## config.mk

```make
export PLATFORM = sky130hd
export DESIGN_NAME = pcwc_codec
export DESIGN_NICKNAME = d
export VERILOG_FILES = /design/src/pcwc_pkg.sv /design/src/pcwc_codec.sv
export SDC_FILE = /design/constraint.sdc
export NUM_CORES = 1
export LEC_CHECK = 0
export BUFFER_PORTS_ARGS = -buffer_cell sky130_fd_sc_hd__buf_2
export CAP_MARGIN = 30
export CORE_MARGIN = 3
export CORE_UTILIZATION = 42
export CTS_CLUSTER_DIAMETER = 100
export DETAILED_ROUTE_END_ITERATION = 10
export PLACE_DENSITY_LB_ADDON = 0.25
export SLEW_MARGIN = 5
export SYNTH_ARGS = -nofsm -noshare
export SYNTH_HDL_FRONTEND = slang
export SYNTH_SLANG_ARGS = --single-unit
```

## constraint.sdc

```tcl
create_clock -name hclk -period 2.7 [get_ports hclk]
set_clock_uncertainty 0.2 [all_clocks]
set_input_delay 0.135 -clock hclk [delete_from_list [all_inputs] [get_ports hclk]]
set_output_delay 0.135 -clock hclk [all_outputs]
set_load 0.005 [all_outputs]
```

## src/pcwc_pkg.sv

```systemverilog
// Behaviour
// - Offsets 0,2000,6000,8000,10000,20000,30000 code as 00,80,90,20,a0,50,f0.
// - Device rebuilds full number as number field plus offset of page code.
// - 8-bit value sits in low word bits 7:0, bits 15:8 zero.
// - 16-bit value fills low word; 32-bit value spans high and low words.
// - Third word carries value bits 31:16, fourth word bits 15:0.
// - Connector: high word source number, low 15:10 object, 9:0 index.
// - Request code in first word bits 15:12; code 6 reads an array element.
// - Request code 7 changes a word-sized value, array element or plain.
// - Word order: identifier, index, high value, low value.
// - Unexecutable request answers code 7 with error number in the last word.
// - Reply code 1 for a word value, code 2 for a double word.
package pcwc_pkg;
   // Byte offsets of the register words.
   localparam logic [7:0] PCWC_REQ_ID   = 8'h00;
   localparam logic [7:0] PCWC_REQ_IDX  = 8'h04;
   localparam logic [7:0] PCWC_REQ_VHI  = 8'h08;
   localparam logic [7:0] PCWC_REQ_VLO  = 8'h0c;
   localparam logic [7:0] PCWC_DEC_CMD  = 8'h10;
   localparam logic [7:0] PCWC_DEC_PAR  = 8'h14;
   localparam logic [7:0] PCWC_DEC_VAL  = 8'h18;
   localparam logic [7:0] PCWC_RSP_CMD  = 8'h20;
   localparam logic [7:0] PCWC_RSP_VAL  = 8'h24;
   localparam logic [7:0] PCWC_RSP_W01  = 8'h28;
   localparam logic [7:0] PCWC_RSP_W23  = 8'h2c;
   localparam logic [15:0] PCWC_WORD_RST = 16'h0000;
   // Request and response codes.
   localparam logic [3:0] PCWC_RQ_READ_ARR  = 4'h6;
   localparam logic [3:0] PCWC_RQ_WRITE_WRD = 4'h7;
   localparam logic [3:0] PCWC_RC_WORD      = 4'h1;
   localparam logic [3:0] PCWC_RC_DWORD     = 4'h2;
   localparam logic [3:0] PCWC_RC_ERROR     = 4'h7;
   localparam logic [15:0] PCWC_ERR_NO_PARAM = 16'h0000;
   localparam logic [5:0] PCWC_DRIVE_OBJ    = 6'h3f;
   // Response kinds and value sizes in the response command word.
   localparam logic [1:0] PCWC_KIND_WORD  = 2'h0;
   localparam logic [1:0] PCWC_KIND_DWORD = 2'h1;
   localparam logic [1:0] PCWC_KIND_ERROR = 2'h2;
   localparam logic [1:0] PCWC_SIZE_8     = 2'h0;
   localparam logic [1:0] PCWC_SIZE_16    = 2'h1;
   localparam logic [1:0] PCWC_SIZE_32    = 2'h2;
   // Page index codes and their offsets.
   localparam logic [7:0]  PCWC_PG_0     = 8'h00;
   localparam logic [7:0]  PCWC_PG_2000  = 8'h80;
   localparam logic [7:0]  PCWC_PG_6000  = 8'h90;
   localparam logic [7:0]  PCWC_PG_8000  = 8'h20;
   localparam logic [7:0]  PCWC_PG_10000 = 8'ha0;
   localparam logic [7:0]  PCWC_PG_20000 = 8'h50;
   localparam logic [7:0]  PCWC_PG_30000 = 8'hf0;
   localparam logic [14:0] PCWC_OFF_2000  = 15'd2000;
   localparam logic [14:0] PCWC_OFF_6000  = 15'd6000;
   localparam logic [14:0] PCWC_OFF_8000  = 15'd8000;
   localparam logic [14:0] PCWC_OFF_10000 = 15'd10000;
   localparam logic [14:0] PCWC_OFF_20000 = 15'd20000;
   localparam logic [14:0] PCWC_OFF_30000 = 15'd30000;

   // Returns {valid, offset} for a page index code.
   function automatic logic [15:0] pcwc_page_offset(input logic [7:0] pg);
      case (pg)
         PCWC_PG_0:     return {1'b1, 15'd0};
         PCWC_PG_2000:  return {1'b1, PCWC_OFF_2000};
         PCWC_PG_6000:  return {1'b1, PCWC_OFF_6000};
         PCWC_PG_8000:  return {1'b1, PCWC_OFF_8000};
         PCWC_PG_10000: return {1'b1, PCWC_OFF_10000};
         PCWC_PG_20000: return {1'b1, PCWC_OFF_20000};
         PCWC_PG_30000: return {1'b1, PCWC_OFF_30000};
         default:       return 16'h0000;
      endcase
   endfunction
endpackage

```

## src/pcwc_codec.sv

```systemverilog
`timescale 1ns/1ps
module pcwc_codec
(
   input  wire logic        hclk,
   input  wire logic        hresetn,
   input  wire logic        hsel,
   input  wire logic [31:0] haddr,
   input  wire logic [1:0]  htrans,
   input  wire logic        hwrite,
   input  wire logic [2:0]  hsize,
   input  wire logic        hready,
   input  wire logic [31:0] hwdata,
   output logic      [31:0] hrdata,
   output logic             hreadyout,
   output logic             hresp
);
   import pcwc_pkg::*;

   logic [7:0]  addr_q;
   logic        wr_q;
   logic        rd_q;
   logic [15:0] id_q;
   logic [15:0] idx_q;
   logic [15:0] vhi_q;
   logic [15:0] vlo_q;
   logic [14:0] dec_par_q;
   logic        dec_err_q;
   logic [3:0]  dec_code_q;
   logic [7:0]  dec_sub_q;
   logic        dec_rd_q;
   logic        dec_wr_q;
   logic        dec_obj_ok_q;
   logic [31:0] dec_val_q;
   logic [31:0] rsp_val_q;
   logic [15:0] rsp_w0_q;
   logic [15:0] rsp_w1_q;
   logic [15:0] rsp_w2_q;
   logic [15:0] rsp_w3_q;
   logic        dec_go;
   logic        rsp_go;
   logic [15:0] pg_info;
   logic        pg_ok;
   logic [14:0] full_num;
   logic [1:0]  rsp_kind;
   logic [1:0]  rsp_size;
   logic [15:0] rsp_err;

   // The slave never stalls and never errors, so every transfer takes
   // one address cycle and one data cycle.
   assign hreadyout = 1'b1;
   assign hresp     = 1'b0;

   // Address phase capture; writes are acted on only as full words, reads at any size.
   always_ff @(posedge hclk or negedge hresetn)
   begin
      if (!hresetn)
      begin
         addr_q <= 8'h00;
         wr_q   <= 1'b0;
         rd_q   <= 1'b0;
      end
      else if (hready)
      begin
         addr_q <= {haddr[7:2], 2'b00};
         wr_q   <= hsel & htrans[1] & hwrite & (hsize == 3'h2);
         rd_q   <= hsel & htrans[1] & ~hwrite;
      end
   end

   assign dec_go   = wr_q & (addr_q == PCWC_DEC_CMD) & hwdata[0];
   assign rsp_go   = wr_q & (addr_q == PCWC_RSP_CMD);
   assign rsp_kind = hwdata[1:0];
   assign rsp_size = hwdata[3:2];
   assign rsp_err  = {8'h00, hwdata[15:8]};

   // Request words as received, kept in channel order.
   always_ff @(posedge hclk or negedge hresetn)
   begin
      if (!hresetn)
      begin
         id_q  <= PCWC_WORD_RST;
         idx_q <= PCWC_WORD_RST;
         vhi_q <= PCWC_WORD_RST;
         vlo_q <= PCWC_WORD_RST;
      end
      else if (wr_q)
      begin
         // Word order identifier, index, high value, low value.
         if (addr_q == PCWC_REQ_ID)  id_q  <= hwdata[15:0];
         if (addr_q == PCWC_REQ_IDX) idx_q <= hwdata[15:0];
         if (addr_q == PCWC_REQ_VHI) vhi_q <= hwdata[15:0];
         if (addr_q == PCWC_REQ_VLO) vlo_q <= hwdata[15:0];
      end
   end

   // Page code lookup and number rebuild; bit 11 is not looked at.
   assign pg_info  = pcwc_page_offset(idx_q[15:8]);
   assign pg_ok    = pg_info[15];
   assign full_num = {4'h0, id_q[10:0]} + pg_info[14:0];

   // Decode snapshot, taken when software asks for it.
   always_ff @(posedge hclk or negedge hresetn)
   begin
      if (!hresetn)
      begin
         dec_par_q    <= 15'h0000;
         dec_err_q    <= 1'b0;
         dec_code_q   <= 4'h0;
         dec_sub_q    <= 8'h00;
         dec_rd_q     <= 1'b0;
         dec_wr_q     <= 1'b0;
         dec_obj_ok_q <= 1'b0;
         dec_val_q    <= 32'h0000_0000;
      end
      else if (dec_go)
      begin
         dec_par_q    <= pg_ok ? full_num : 15'h0000;
         dec_err_q    <= ~pg_ok;
         dec_code_q   <= id_q[15:12];
         dec_sub_q    <= idx_q[7:0];
         dec_rd_q     <= id_q[15:12] == PCWC_RQ_READ_ARR;
         dec_wr_q     <= id_q[15:12] == PCWC_RQ_WRITE_WRD;
         // A connector value is flagged when it carries the fixed object code; the value is kept either way.
         dec_obj_ok_q <= vlo_q[15:10] == PCWC_DRIVE_OBJ;
         // Value words of a read are ignored rather than trusted.
         if (id_q[15:12] == PCWC_RQ_READ_ARR)
            dec_val_q <= 32'h0000_0000;
         else
            dec_val_q <= {vhi_q, vlo_q};
      end
   end

   // Response value as loaded by software.
   always_ff @(posedge hclk or negedge hresetn)
   begin
      if (!hresetn)
         rsp_val_q <= 32'h0000_0000;
      else if (wr_q && addr_q == PCWC_RSP_VAL)
         rsp_val_q <= hwdata;
   end

   // Response build; a bad page code forces the error answer so software
   // cannot return data for a parameter that does not exist.
   always_ff @(posedge hclk or negedge hresetn)
   begin
      if (!hresetn)
      begin
         rsp_w0_q <= PCWC_WORD_RST;
         rsp_w1_q <= PCWC_WORD_RST;
         rsp_w2_q <= PCWC_WORD_RST;
         rsp_w3_q <= PCWC_WORD_RST;
      end
      else if (rsp_go)
      begin
         rsp_w1_q <= idx_q;
         if (dec_err_q || rsp_kind == PCWC_KIND_ERROR)
         begin
            rsp_w0_q <= {PCWC_RC_ERROR, 1'b0, id_q[10:0]};
            rsp_w2_q <= 16'h0000;
            rsp_w3_q <= dec_err_q ? PCWC_ERR_NO_PARAM : rsp_err;
         end
         else if (rsp_kind == PCWC_KIND_DWORD || rsp_size == PCWC_SIZE_32)
         begin
            rsp_w0_q <= {PCWC_RC_DWORD, 1'b0, id_q[10:0]};
            rsp_w2_q <= rsp_val_q[31:16];
            rsp_w3_q <= rsp_val_q[15:0];
         end
         else
         begin
            rsp_w0_q <= {PCWC_RC_WORD, 1'b0, id_q[10:0]};
            rsp_w2_q <= 16'h0000;
            if (rsp_size == PCWC_SIZE_8)
               rsp_w3_q <= {8'h00, rsp_val_q[7:0]};
            else
               rsp_w3_q <= rsp_val_q[15:0];
         end
      end
   end

   // Read mux over flip-flops; unmapped offsets read as zero.
   always_comb
   begin
      hrdata = 32'h0000_0000;
      if (rd_q)
      begin
         case (addr_q)
            PCWC_REQ_ID:  hrdata = {16'h0000, id_q};
            PCWC_REQ_IDX: hrdata = {16'h0000, idx_q};
            PCWC_REQ_VHI: hrdata = {16'h0000, vhi_q};
            PCWC_REQ_VLO: hrdata = {16'h0000, vlo_q};
            PCWC_DEC_PAR: hrdata = {1'b0, dec_obj_ok_q, dec_wr_q, dec_rd_q,
                                    dec_sub_q, dec_code_q, dec_err_q,
                                    dec_par_q};
            PCWC_DEC_VAL: hrdata = dec_val_q;
            PCWC_RSP_VAL: hrdata = rsp_val_q;
            PCWC_RSP_W01: hrdata = {rsp_w1_q, rsp_w0_q};
            PCWC_RSP_W23: hrdata = {rsp_w2_q, rsp_w3_q};
            default:      hrdata = 32'h0000_0000;
         endcase
      end
   end

   // Checks on decode and response build.
   property p_rebuild;
      @(posedge hclk) disable iff (!hresetn)
      dec_go && pg_ok |=> dec_par_q == $past(full_num) && !dec_err_q;
   endproperty
   a_rebuild: assert property (p_rebuild)
      else $error("Rebuilt parameter number is wrong.");

   property p_page90;
      @(posedge hclk) disable iff (!hresetn)
      dec_go && idx_q[15:8] == 8'h90
      |=> dec_par_q == {4'h0, $past(id_q[10:0])} + 15'd6000;
   endproperty
   a_page90: assert property (p_page90)
      else $error("Page code 90 does not add 6000.");

   // Any response built after a decode with a bad page code must be the
   // error answer with the illegal-number code, whatever software asked.
   property p_bad_page;
      @(posedge hclk) disable iff (!hresetn)
      rsp_go && dec_err_q |=> rsp_w0_q[15:12] == PCWC_RC_ERROR
      && rsp_w3_q == PCWC_ERR_NO_PARAM;
   endproperty
   a_bad_page: assert property (p_bad_page)
      else $error("Undefined page code not answered as error.");

   property p_err_rsp;
      @(posedge hclk) disable iff (!hresetn)
      rsp_go && !dec_err_q && rsp_kind == PCWC_KIND_ERROR
      |=> rsp_w0_q[15:12] == 4'h7 && rsp_w3_q == $past(rsp_err);
   endproperty
   a_err_rsp: assert property (p_err_rsp)
      else $error("Error response code or number is wrong.");

   property p_byte_val;
      @(posedge hclk) disable iff (!hresetn)
      rsp_go && !dec_err_q && rsp_kind == PCWC_KIND_WORD
      && rsp_size == PCWC_SIZE_8
      |=> rsp_w3_q[15:8] == 8'h00 && rsp_w3_q[7:0] == $past(rsp_val_q[7:0]);
   endproperty
   a_byte_val: assert property (p_byte_val)
      else $error("8-bit value not right-justified.");

   property p_dword;
      @(posedge hclk) disable iff (!hresetn)
      rsp_go && !dec_err_q && rsp_kind == PCWC_KIND_DWORD
      |=> rsp_w0_q[15:12] == 4'h2 && {rsp_w2_q, rsp_w3_q} == $past(rsp_val_q);
   endproperty
   a_dword: assert property (p_dword)
      else $error("Double-word response is wrong.");

   property p_value_words;
      @(posedge hclk) disable iff (!hresetn)
      dec_go && id_q[15:12] != 4'h6
      |=> dec_val_q == {$past(vhi_q), $past(vlo_q)};
   endproperty
   a_value_words: assert property (p_value_words)
      else $error("Value words decoded in the wrong order.");

   property p_read_zero;
      @(posedge hclk) disable iff (!hresetn)
      dec_go && id_q[15:12] == 4'h6 |=> dec_val_q == 32'h0 && dec_rd_q;
   endproperty
   a_read_zero: assert property (p_read_zero)
      else $error("Read request value words not ignored.");

   c_read_arr: cover property (@(posedge hclk) disable iff (!hresetn)
      dec_go && id_q[15:12] == 4'h6 && pg_ok);
   c_bad_page: cover property (@(posedge hclk) disable iff (!hresetn)
      dec_go && !pg_ok);
   c_dword: cover property (@(posedge hclk) disable iff (!hresetn)
      rsp_go && rsp_kind == PCWC_KIND_DWORD);
endmodule // pcwc_codec

```

==> impl_metrics.csv, run 1 <==
group,metric,value,unit
status,status,"finished, violations left",
status,violations,"negative hold slack, negative setup slack",
layout,area_delta_synth_final,28.3,%
layout,layout-drive-gt1-share,0.394,
grt,grt_pass1_wl,47.7,mm
cts,clk_pin_slew,60,ps
layout,utilization,0.557,
critical_path,critical_path_arrival,2510,ps
synthesis,synth_cell_types,56,
synthesis,synth_edf_count,0,
route,drtPass1Iterations,7,
timing,rsz0062_at_grt,"true",
cts,tritoncts,"done",
power,worst_ir_drop_vdd,0.481,mV
layout,fillers,1997,
floorplanning,pin_count,108,
synthesis,syn_area_per_cell,13.0,sq um
route,vias,7834,
critical_path,crit_slowest_cell,"or4b_4",
grt,grt_max_degree,79,
route,final_antenna_net_count,0,
route,wire_per_inst,23.8,microns
timing,maxSlewHeadroom,0.555,
layout,multiInputGateArea,4520,sq um
place,dpl_cell_area,11500,sq um
timing,min_period,2850,ps
place,dpl.cell_count,1192,
timing,fin_hold_ws,-45.8,ps
floorplanning,dieArea,26600,sq um
critical_path,critPathMaxStageDelay,600,ps
place,dp_hpwl,20.0,mm
synthesis,netlist_instances,798,
route,viasPerCell,6.02,
synthesis,synth_mux_area_frac,0.160,
grt,grt_antenna_before_repair,0,
synthesis,synth-main-ff-cell,"dfrtp_1",
floorplanning,coreArea,23900,sq um
timing,fmax,351,MHz
layout,n_antenna_cell,0,
critical_path,critPathMaxFanout,11,
floorplanning,rows,56,
grt,grt_pass1_vias,8016,
timing,finalCritPeriodShare,1.05,
floorplanning,fp.dieH,163,microns
route,drcViolationCount,0,
layout,nets,1045,
synthesis,yosys.area_share.adder,0.0123,
critical_path,critPathLaunchType,"register",
critical_path,path_buf_inv,2,
timing,worst_pin_slew,668,ps
layout,final_area,13300,sq um
critical_path,critPathTopFamily,"simple AND/OR/NAND/NOR gates",
synthesis,synthesis.nets,880,
synthesis,ys_ff_latch,229,
grt,grt_overflow,0,
place,numPortBuffers,78,
layout,instances_no_fill,1302,
timing,slew_violations,0,
route,drt-total-wl,31.0,mm
cts,clk_path_buf_depth,3,
run,maxCapViolCount,0,
grt,groute.usage.overall,0.231,
power,finalPower,8100,uW
critical_path,crit_type,"reg2out",
timing,finalSetupViolCount,33,
cts,clk-insertion-delay-late,530,ps
floorplanning,die_x,163,microns
power,power_leakage,0.00580,uW
synthesis,synth_compound_area_frac,0.188,
cts,cts_buffers,26,
cts,htreeDepth,1,
layout,regArea,5740,sq um
synthesis,postSynth.asyncResetShare,1.00,
critical_path,crit_required,2370,ps
floorplanning,initial_core_util,0.434,
cts,clock-sinks,229,
synthesis,syn-cell-area,10400,sq um
worst_hold_path,hold_path.class,"in2async",
synthesis,seq_area_frac_synth,0.552,
synthesis,synth-simple-area-share,0.0482,
power,power.density,609,nW/um^2
place,place.gp.congestion,0.806,
critical_path,crit_chain,"or4b_4 > nor2_4 > buf_12 > a222oi_1 > a41oi_2 > buf_2",
synthesis,yosys_warnings,0,
critical_path,end_kind,"primary output",
timing,setup_ws,-147,ps
timing,finalHoldViolCount,8,
cts,cts_root_buffer,"clkbuf_16",
route,dr.first_iter.drc_count,704,
synthesis,synth_top_family_by_area,"compound AO/OA/AOI/OAI gates",
synthesis,synth_xor_area_frac,0.00760,
flip-flops by register name, summed over array words and instances (netlist names), 8 cells and up:
signal	flops
id_q	16
rsp_val_q	32
rsp_w2_q	16
dec_par_q	15
rsp_w3_q	16
rsp_w0_q	14
vhi_q	16
vlo_q	16
dec_val_q	32
dec_sub_q	8
rsp_w1_q	16
idx_q	16
report_power, final:
part	total (uW)	switching [uW]	internal, uW
sequential	3720	147	3570
clock	3780	1400	2370
combinational	602	301	301
repair_timing:
action	4_1_cts	5_1_grt
hold buffers	51	0
pin swaps	12	25
setup buffers	5	3
hold endpoints to repair	342	0
resized for setup	23	34
setup endpoints to repair	43	38
cloned	2	1
cells by family after synthesis:
logic type | count (synthesis)
AO/OA/AOI/OAI | 245
AND/OR/NAND/NOR | 85
flip-flops | 229
multiplexers | 148
buffers and inverters | 70
other | 2
adder cells (fa/ha/maj) | 10
XOR/XNOR | 9
final timing paths:
check | start | endpoint | slack [ps] | cells after the start
worst max-delay path | addr_q[6] | hrdata[14] | -150 | 6
worst min-delay path | hresetn | addr_q[7] | -50 | 2
worst max register to register | idx_q[8] | dec_par_q[11] | -60 | 9
worst min register to register | rsp_w3_q[3] | rsp_w3_q[3] | 280 | 2
max in group asynchronous | hresetn | rsp_val_q[13] | 1470 | 3
min in group hclk | hwdata[20] | rsp_val_q[20] | 170 | 3
metal layers:
metal  vias to the layer above  track usage  routed length [microns]
li1                       3442            -                        -
met3                        50       0.0337                     1530
met4                         0       0.0757                      930
met2                       235        0.361                    14400
met1                      4107        0.333                    14100
met5                         -            0                        0
worst reg2reg max path, delay by kind of cell (launching register included):
family / cells / cell delay [ps]
buffers and inverters: 1 / 100
adders and majority gates: 1 / 210
AOI/OAI and AO/OA: 3 / 550
and+or+nand+nor: 3 / 1020
DFF: 1 / 400
xor gates and xnor gates: 1 / 170
placed cells by master, fill, tap and decap left out, types with 13 or more instances in the layout:
| cell | instances |
|---|---|
| buf_12 | 13 |
| a222oi_1 | 33 |
| a22oi_1 | 60 |
| dfrtp_1 | 221 |
| dlygate4sd3_1 | 51 |
| buf_4 | 49 |
| buf_2 | 77 |
| clkbuf_16 | 28 |
| nand2_1 | 19 |
| a22o_1 | 70 |
| a21oi_1 | 22 |
| mux2_2 | 136 |
cell usage after synthesis (all sizes together) (3+ instances only):
cell type	number	area, sq um
a21o	4	30.0
nand2b	8	50.1
nor2	22	115
a41oi	14	123
o31ai	9	67.6
a22o	70	613
a22oi	61	458
inv	6	22.5
nand3	3	15.0
a222oi	33	330
clkbuf	26	97.6
nor3	8	66.3
mux2i	8	80.1
mux2	140	1580
xnor2	7	61.3
nand4	4	25.0
a211oi	4	55.1
dfrtp	229	5730
a21oi	28	140
o211ai	3	22.5
ha	7	87.6
nand2	25	109
a31oi	3	18.8
buf	37	201
o21ai	12	60.1
cell type report:
type,count,share of cell area
multi-input cells,499,0.340
repair buffers,200,0.127
clock inverters,8,0.0105
well taps,319,0.0300
inverters,7,0.00197
clock buffers,40,0.0589
flip-flops and latches,229,0.431
stage by stage:
step                      hold slack, ps  TNS [ps]  setup slack (ps)
after floorplan                     -361         0              35.3
after CTS                           16.9     -2790              -163
after detailed placement           -30.8     -92.1             -30.0
after global placement             -34.0         0              11.3
after global routing                45.8     -5230              -207
final                              -45.8     -2810              -147
Note: power is estimated with default switching activity, not from simulation.
==> inputs of run 2 (changes only) <==
==> constraint.sdc (replaced) <==
create_clock -name hclk -period 3.4 [get_ports hclk]
set_clock_uncertainty 0.2 [all_clocks]
set_input_delay 0.17 -clock hclk [delete_from_list [all_inputs] [get_ports hclk]]
set_output_delay 0.17 -clock hclk [all_outputs]
set_load 0.005 [all_outputs]
==> run 2 against run 1 <==
The run now ends clean. Register-to-register slack better by 460 ps. First-iteration DRC count grew 24%. Via count decreased by 2.1%. Routed wire length shrank 3.1%. Critical path depth stayed put. Critical path type unchanged.
==> impl_metrics.csv, run 2 (synthesis gave the netlist of run 1 again) <==
group,metric,value,unit
cts,cts_root_buffer,"clkbuf_16",
route,vias,7669,
power,p_int,4550,uW
grt,groute.usage.overall,0.227,
critical_path,critPathMaxFanout,32,
critical_path,crit_chain,"or4b_4 > nor2_2 > buf_4 > a222oi_1 > a41oi_1 > buf_2",
place,dpl.cell_count,1165,
critical_path,crit_type,"reg2out",
timing,rsz0062_at_grt,"false",
place,dpl_cell_area,11200,sq um
grt,grt_antenna_before_repair,0,
grt,grt_pass1_vias,7715,
status,status,"complete, no violations",
floorplanning,dieArea,26600,sq um
layout,final_area,12500,sq um
layout,instances_no_fill,1261,
layout,fillers,2042,
grt,use_met3,0.0406,
grt,met2_usage,0.359,
critical_path,critPathLaunch,"addr_q[5]",
power,power.density,477,nW/um^2
floorplanning,fp.dieH,163,microns
layout,area_delta_synth_final,20.5,%
layout,final_common_cell,"dfrtp_1",
cts,clock-sinks,229,
cts,clk_path_buf_depth,3,
route,drtPass1Iterations,8,
grt,grt_max_degree,87,
critical_path,end_kind,"primary output",
cts,htreeDepth,1,
critical_path,r2r_cells,8,
critical_path,critPathLaunchType,"register",
layout,final_cell_mix,"229 x dfrtp_1, 136 x mux2_2, 77 x buf_2",
route,wire_per_inst,23.8,microns
route,drt-total-wl,30.0,mm
power,pwr-share-clk,0.435,
layout,n_antenna_cell,0,
floorplanning,coreArea,23900,sq um
timing,fmax,307,MHz
cts,clk-insertion-delay-late,520,ps
layout,nets,1007,
critical_path,reg2reg_to,"dec_par_q[11]",
timing,worst_pin_slew,710,ps
route,viasPerCell,6.08,
timing,finalCritPeriodShare,0.959,
power,power.switching,1410,uW
power,switching_share,0.236,
critical_path,crit_required,3030,ps
power,power_frac_seq,0.496,
worst_hold_path,hold_path.class,"in2async",
timing,slew_violations,0,
timing,maxSlewHeadroom,0.527,
timing,finalHoldViolCount,0,
power,pwr-share-comb,0.069,
floorplanning,initial_core_util,0.434,
critical_path,crit_slowest_cell,"or4b_4",
route,final_antenna_net_count,0,
route,drcViolationCount,0,
cts,tritoncts,"done",
place,numPortBuffers,78,
layout,layout-drive-gt1-share,0.329,
floorplanning,die_x,163,microns
place,dp_hpwl,18.5,mm
grt,grt_overflow,0,
layout,top_regs,"dec_val_q (32), rsp_val_q (32)",
critical_path,critPathTopFamily,"simple AND/OR/NAND/NOR gates",
grt,grt_use_met1,0.325,
cts,cts_buffers,25,
grt,grt_pass1_wl,46.7,mm
timing,finalSetupViolCount,0,
critical_path,r2r-start,"idx_q[11]",
cts,clk_pin_slew,60,ps
place,place.gp.congestion,0.834,
route,dr.first_iter.drc_count,873,
timing,setup_tns,0,ps
critical_path,rrSetupSlack,400,ps
timing,min_period,3260,ps
floorplanning,pin_count,108,
run,maxCapViolCount,0,
grt,grt-busiest-layer,"met2",
floorplanning,rows,56,
critical_path,critPathMaxStageDelay,630,ps
critical_path,critical_path_arrival,2890,ps
power,power_leakage,0.00547,uW
power,worst_ir_drop_vdd,0.320,mV
layout,utilization,0.523,
critical_path,path_buf_inv,2,
==> run 2: cell count changes in the layout (fill, tap and decap cells not counted), sizes merged <==
cell / before / now
clkinv: 5 / 6
inv: 6 / 7
clkbuf: 41 / 36
buf: 148 / 112
clkinvlp: 0 / 1
bufinv: 4 / 1
==> run 2: power by group through the flow <==
| stage | registers, uW | logic (uW) | clock network (uW) |
|---|---|---|---|
| floorplan | 2950 | 210 | 0 |
| global placement | 3000 | 355 | 0 |
| detailed placement | 3000 | 361 | 0 |
| CTS | 2950 | 411 | 2640 |
| global route | 2970 | 455 | 2750 |
| finish | 2950 | 410 | 2590 |
==> run 2: through the flow <==
stage                     power [uW]  hold WS (ps)  setup WS (ps)
after floorplan                 3160          -326            735
after global placement          3350          35.0            445
after detailed placement        3360          16.7            412
after CTS                       6000          67.6           43.5
after global routing            6170          64.0           28.5
final                           5960          22.7            140
==> run 2: final cells by class <==
class                           instances  area, sq um  area share
Sequential cell                       229         5730       0.458
Multi-Input combinational cell        499         4350       0.348
Timing Repair Buffer                  163         1220      0.0973
Clock buffer                           36          707      0.0566
Tap cell                              319          399      0.0319
Clock inverter                          8         71.3     0.00571
Inverter                                7         26.3     0.00210
==> run 2: worst register-to-register path, cell delays in order, from the launching register on <==
cell and delay, ps:
dfrtp_1 420, or4_1 710, nor4_1 350, ha_1 350
a21oi_1 200, o211ai_1 110, o211ai_1 200, xnor2_1 130
a22o_1 210
==> run 2: layer usage <==
metal  part of all wire  wire, microns
met1               0.44          13300
met2               0.46          13800
met3              0.074           2230
met4              0.026            779
met5                  0              0
==> run 2: worst max path at each step <==
stage | end | cells past startpoint
global placement | dec_par_q[12] | 8
detailed placement | dec_par_q[12] | 8
floorplan | dec_par_q[12] | 9
global route | hrdata[14] | 6
finish | hrdata[14] | 6
CTS | hrdata[12] | 7
==> run 2: timing repair <==
| item | 4_1_cts | 5_1_grt |
|---|---|---|
| pin swaps | 1 | 0 |
| gates cloned | 0 | 0 |
| resized for setup | 0 | 1 |
| endpoints found under the setup margin | 6 | 20 |
| hold buffers | 51 | 0 |
| endpoints found under the hold margin | 194 | 0 |
| buffers inserted | 1 | 0 |
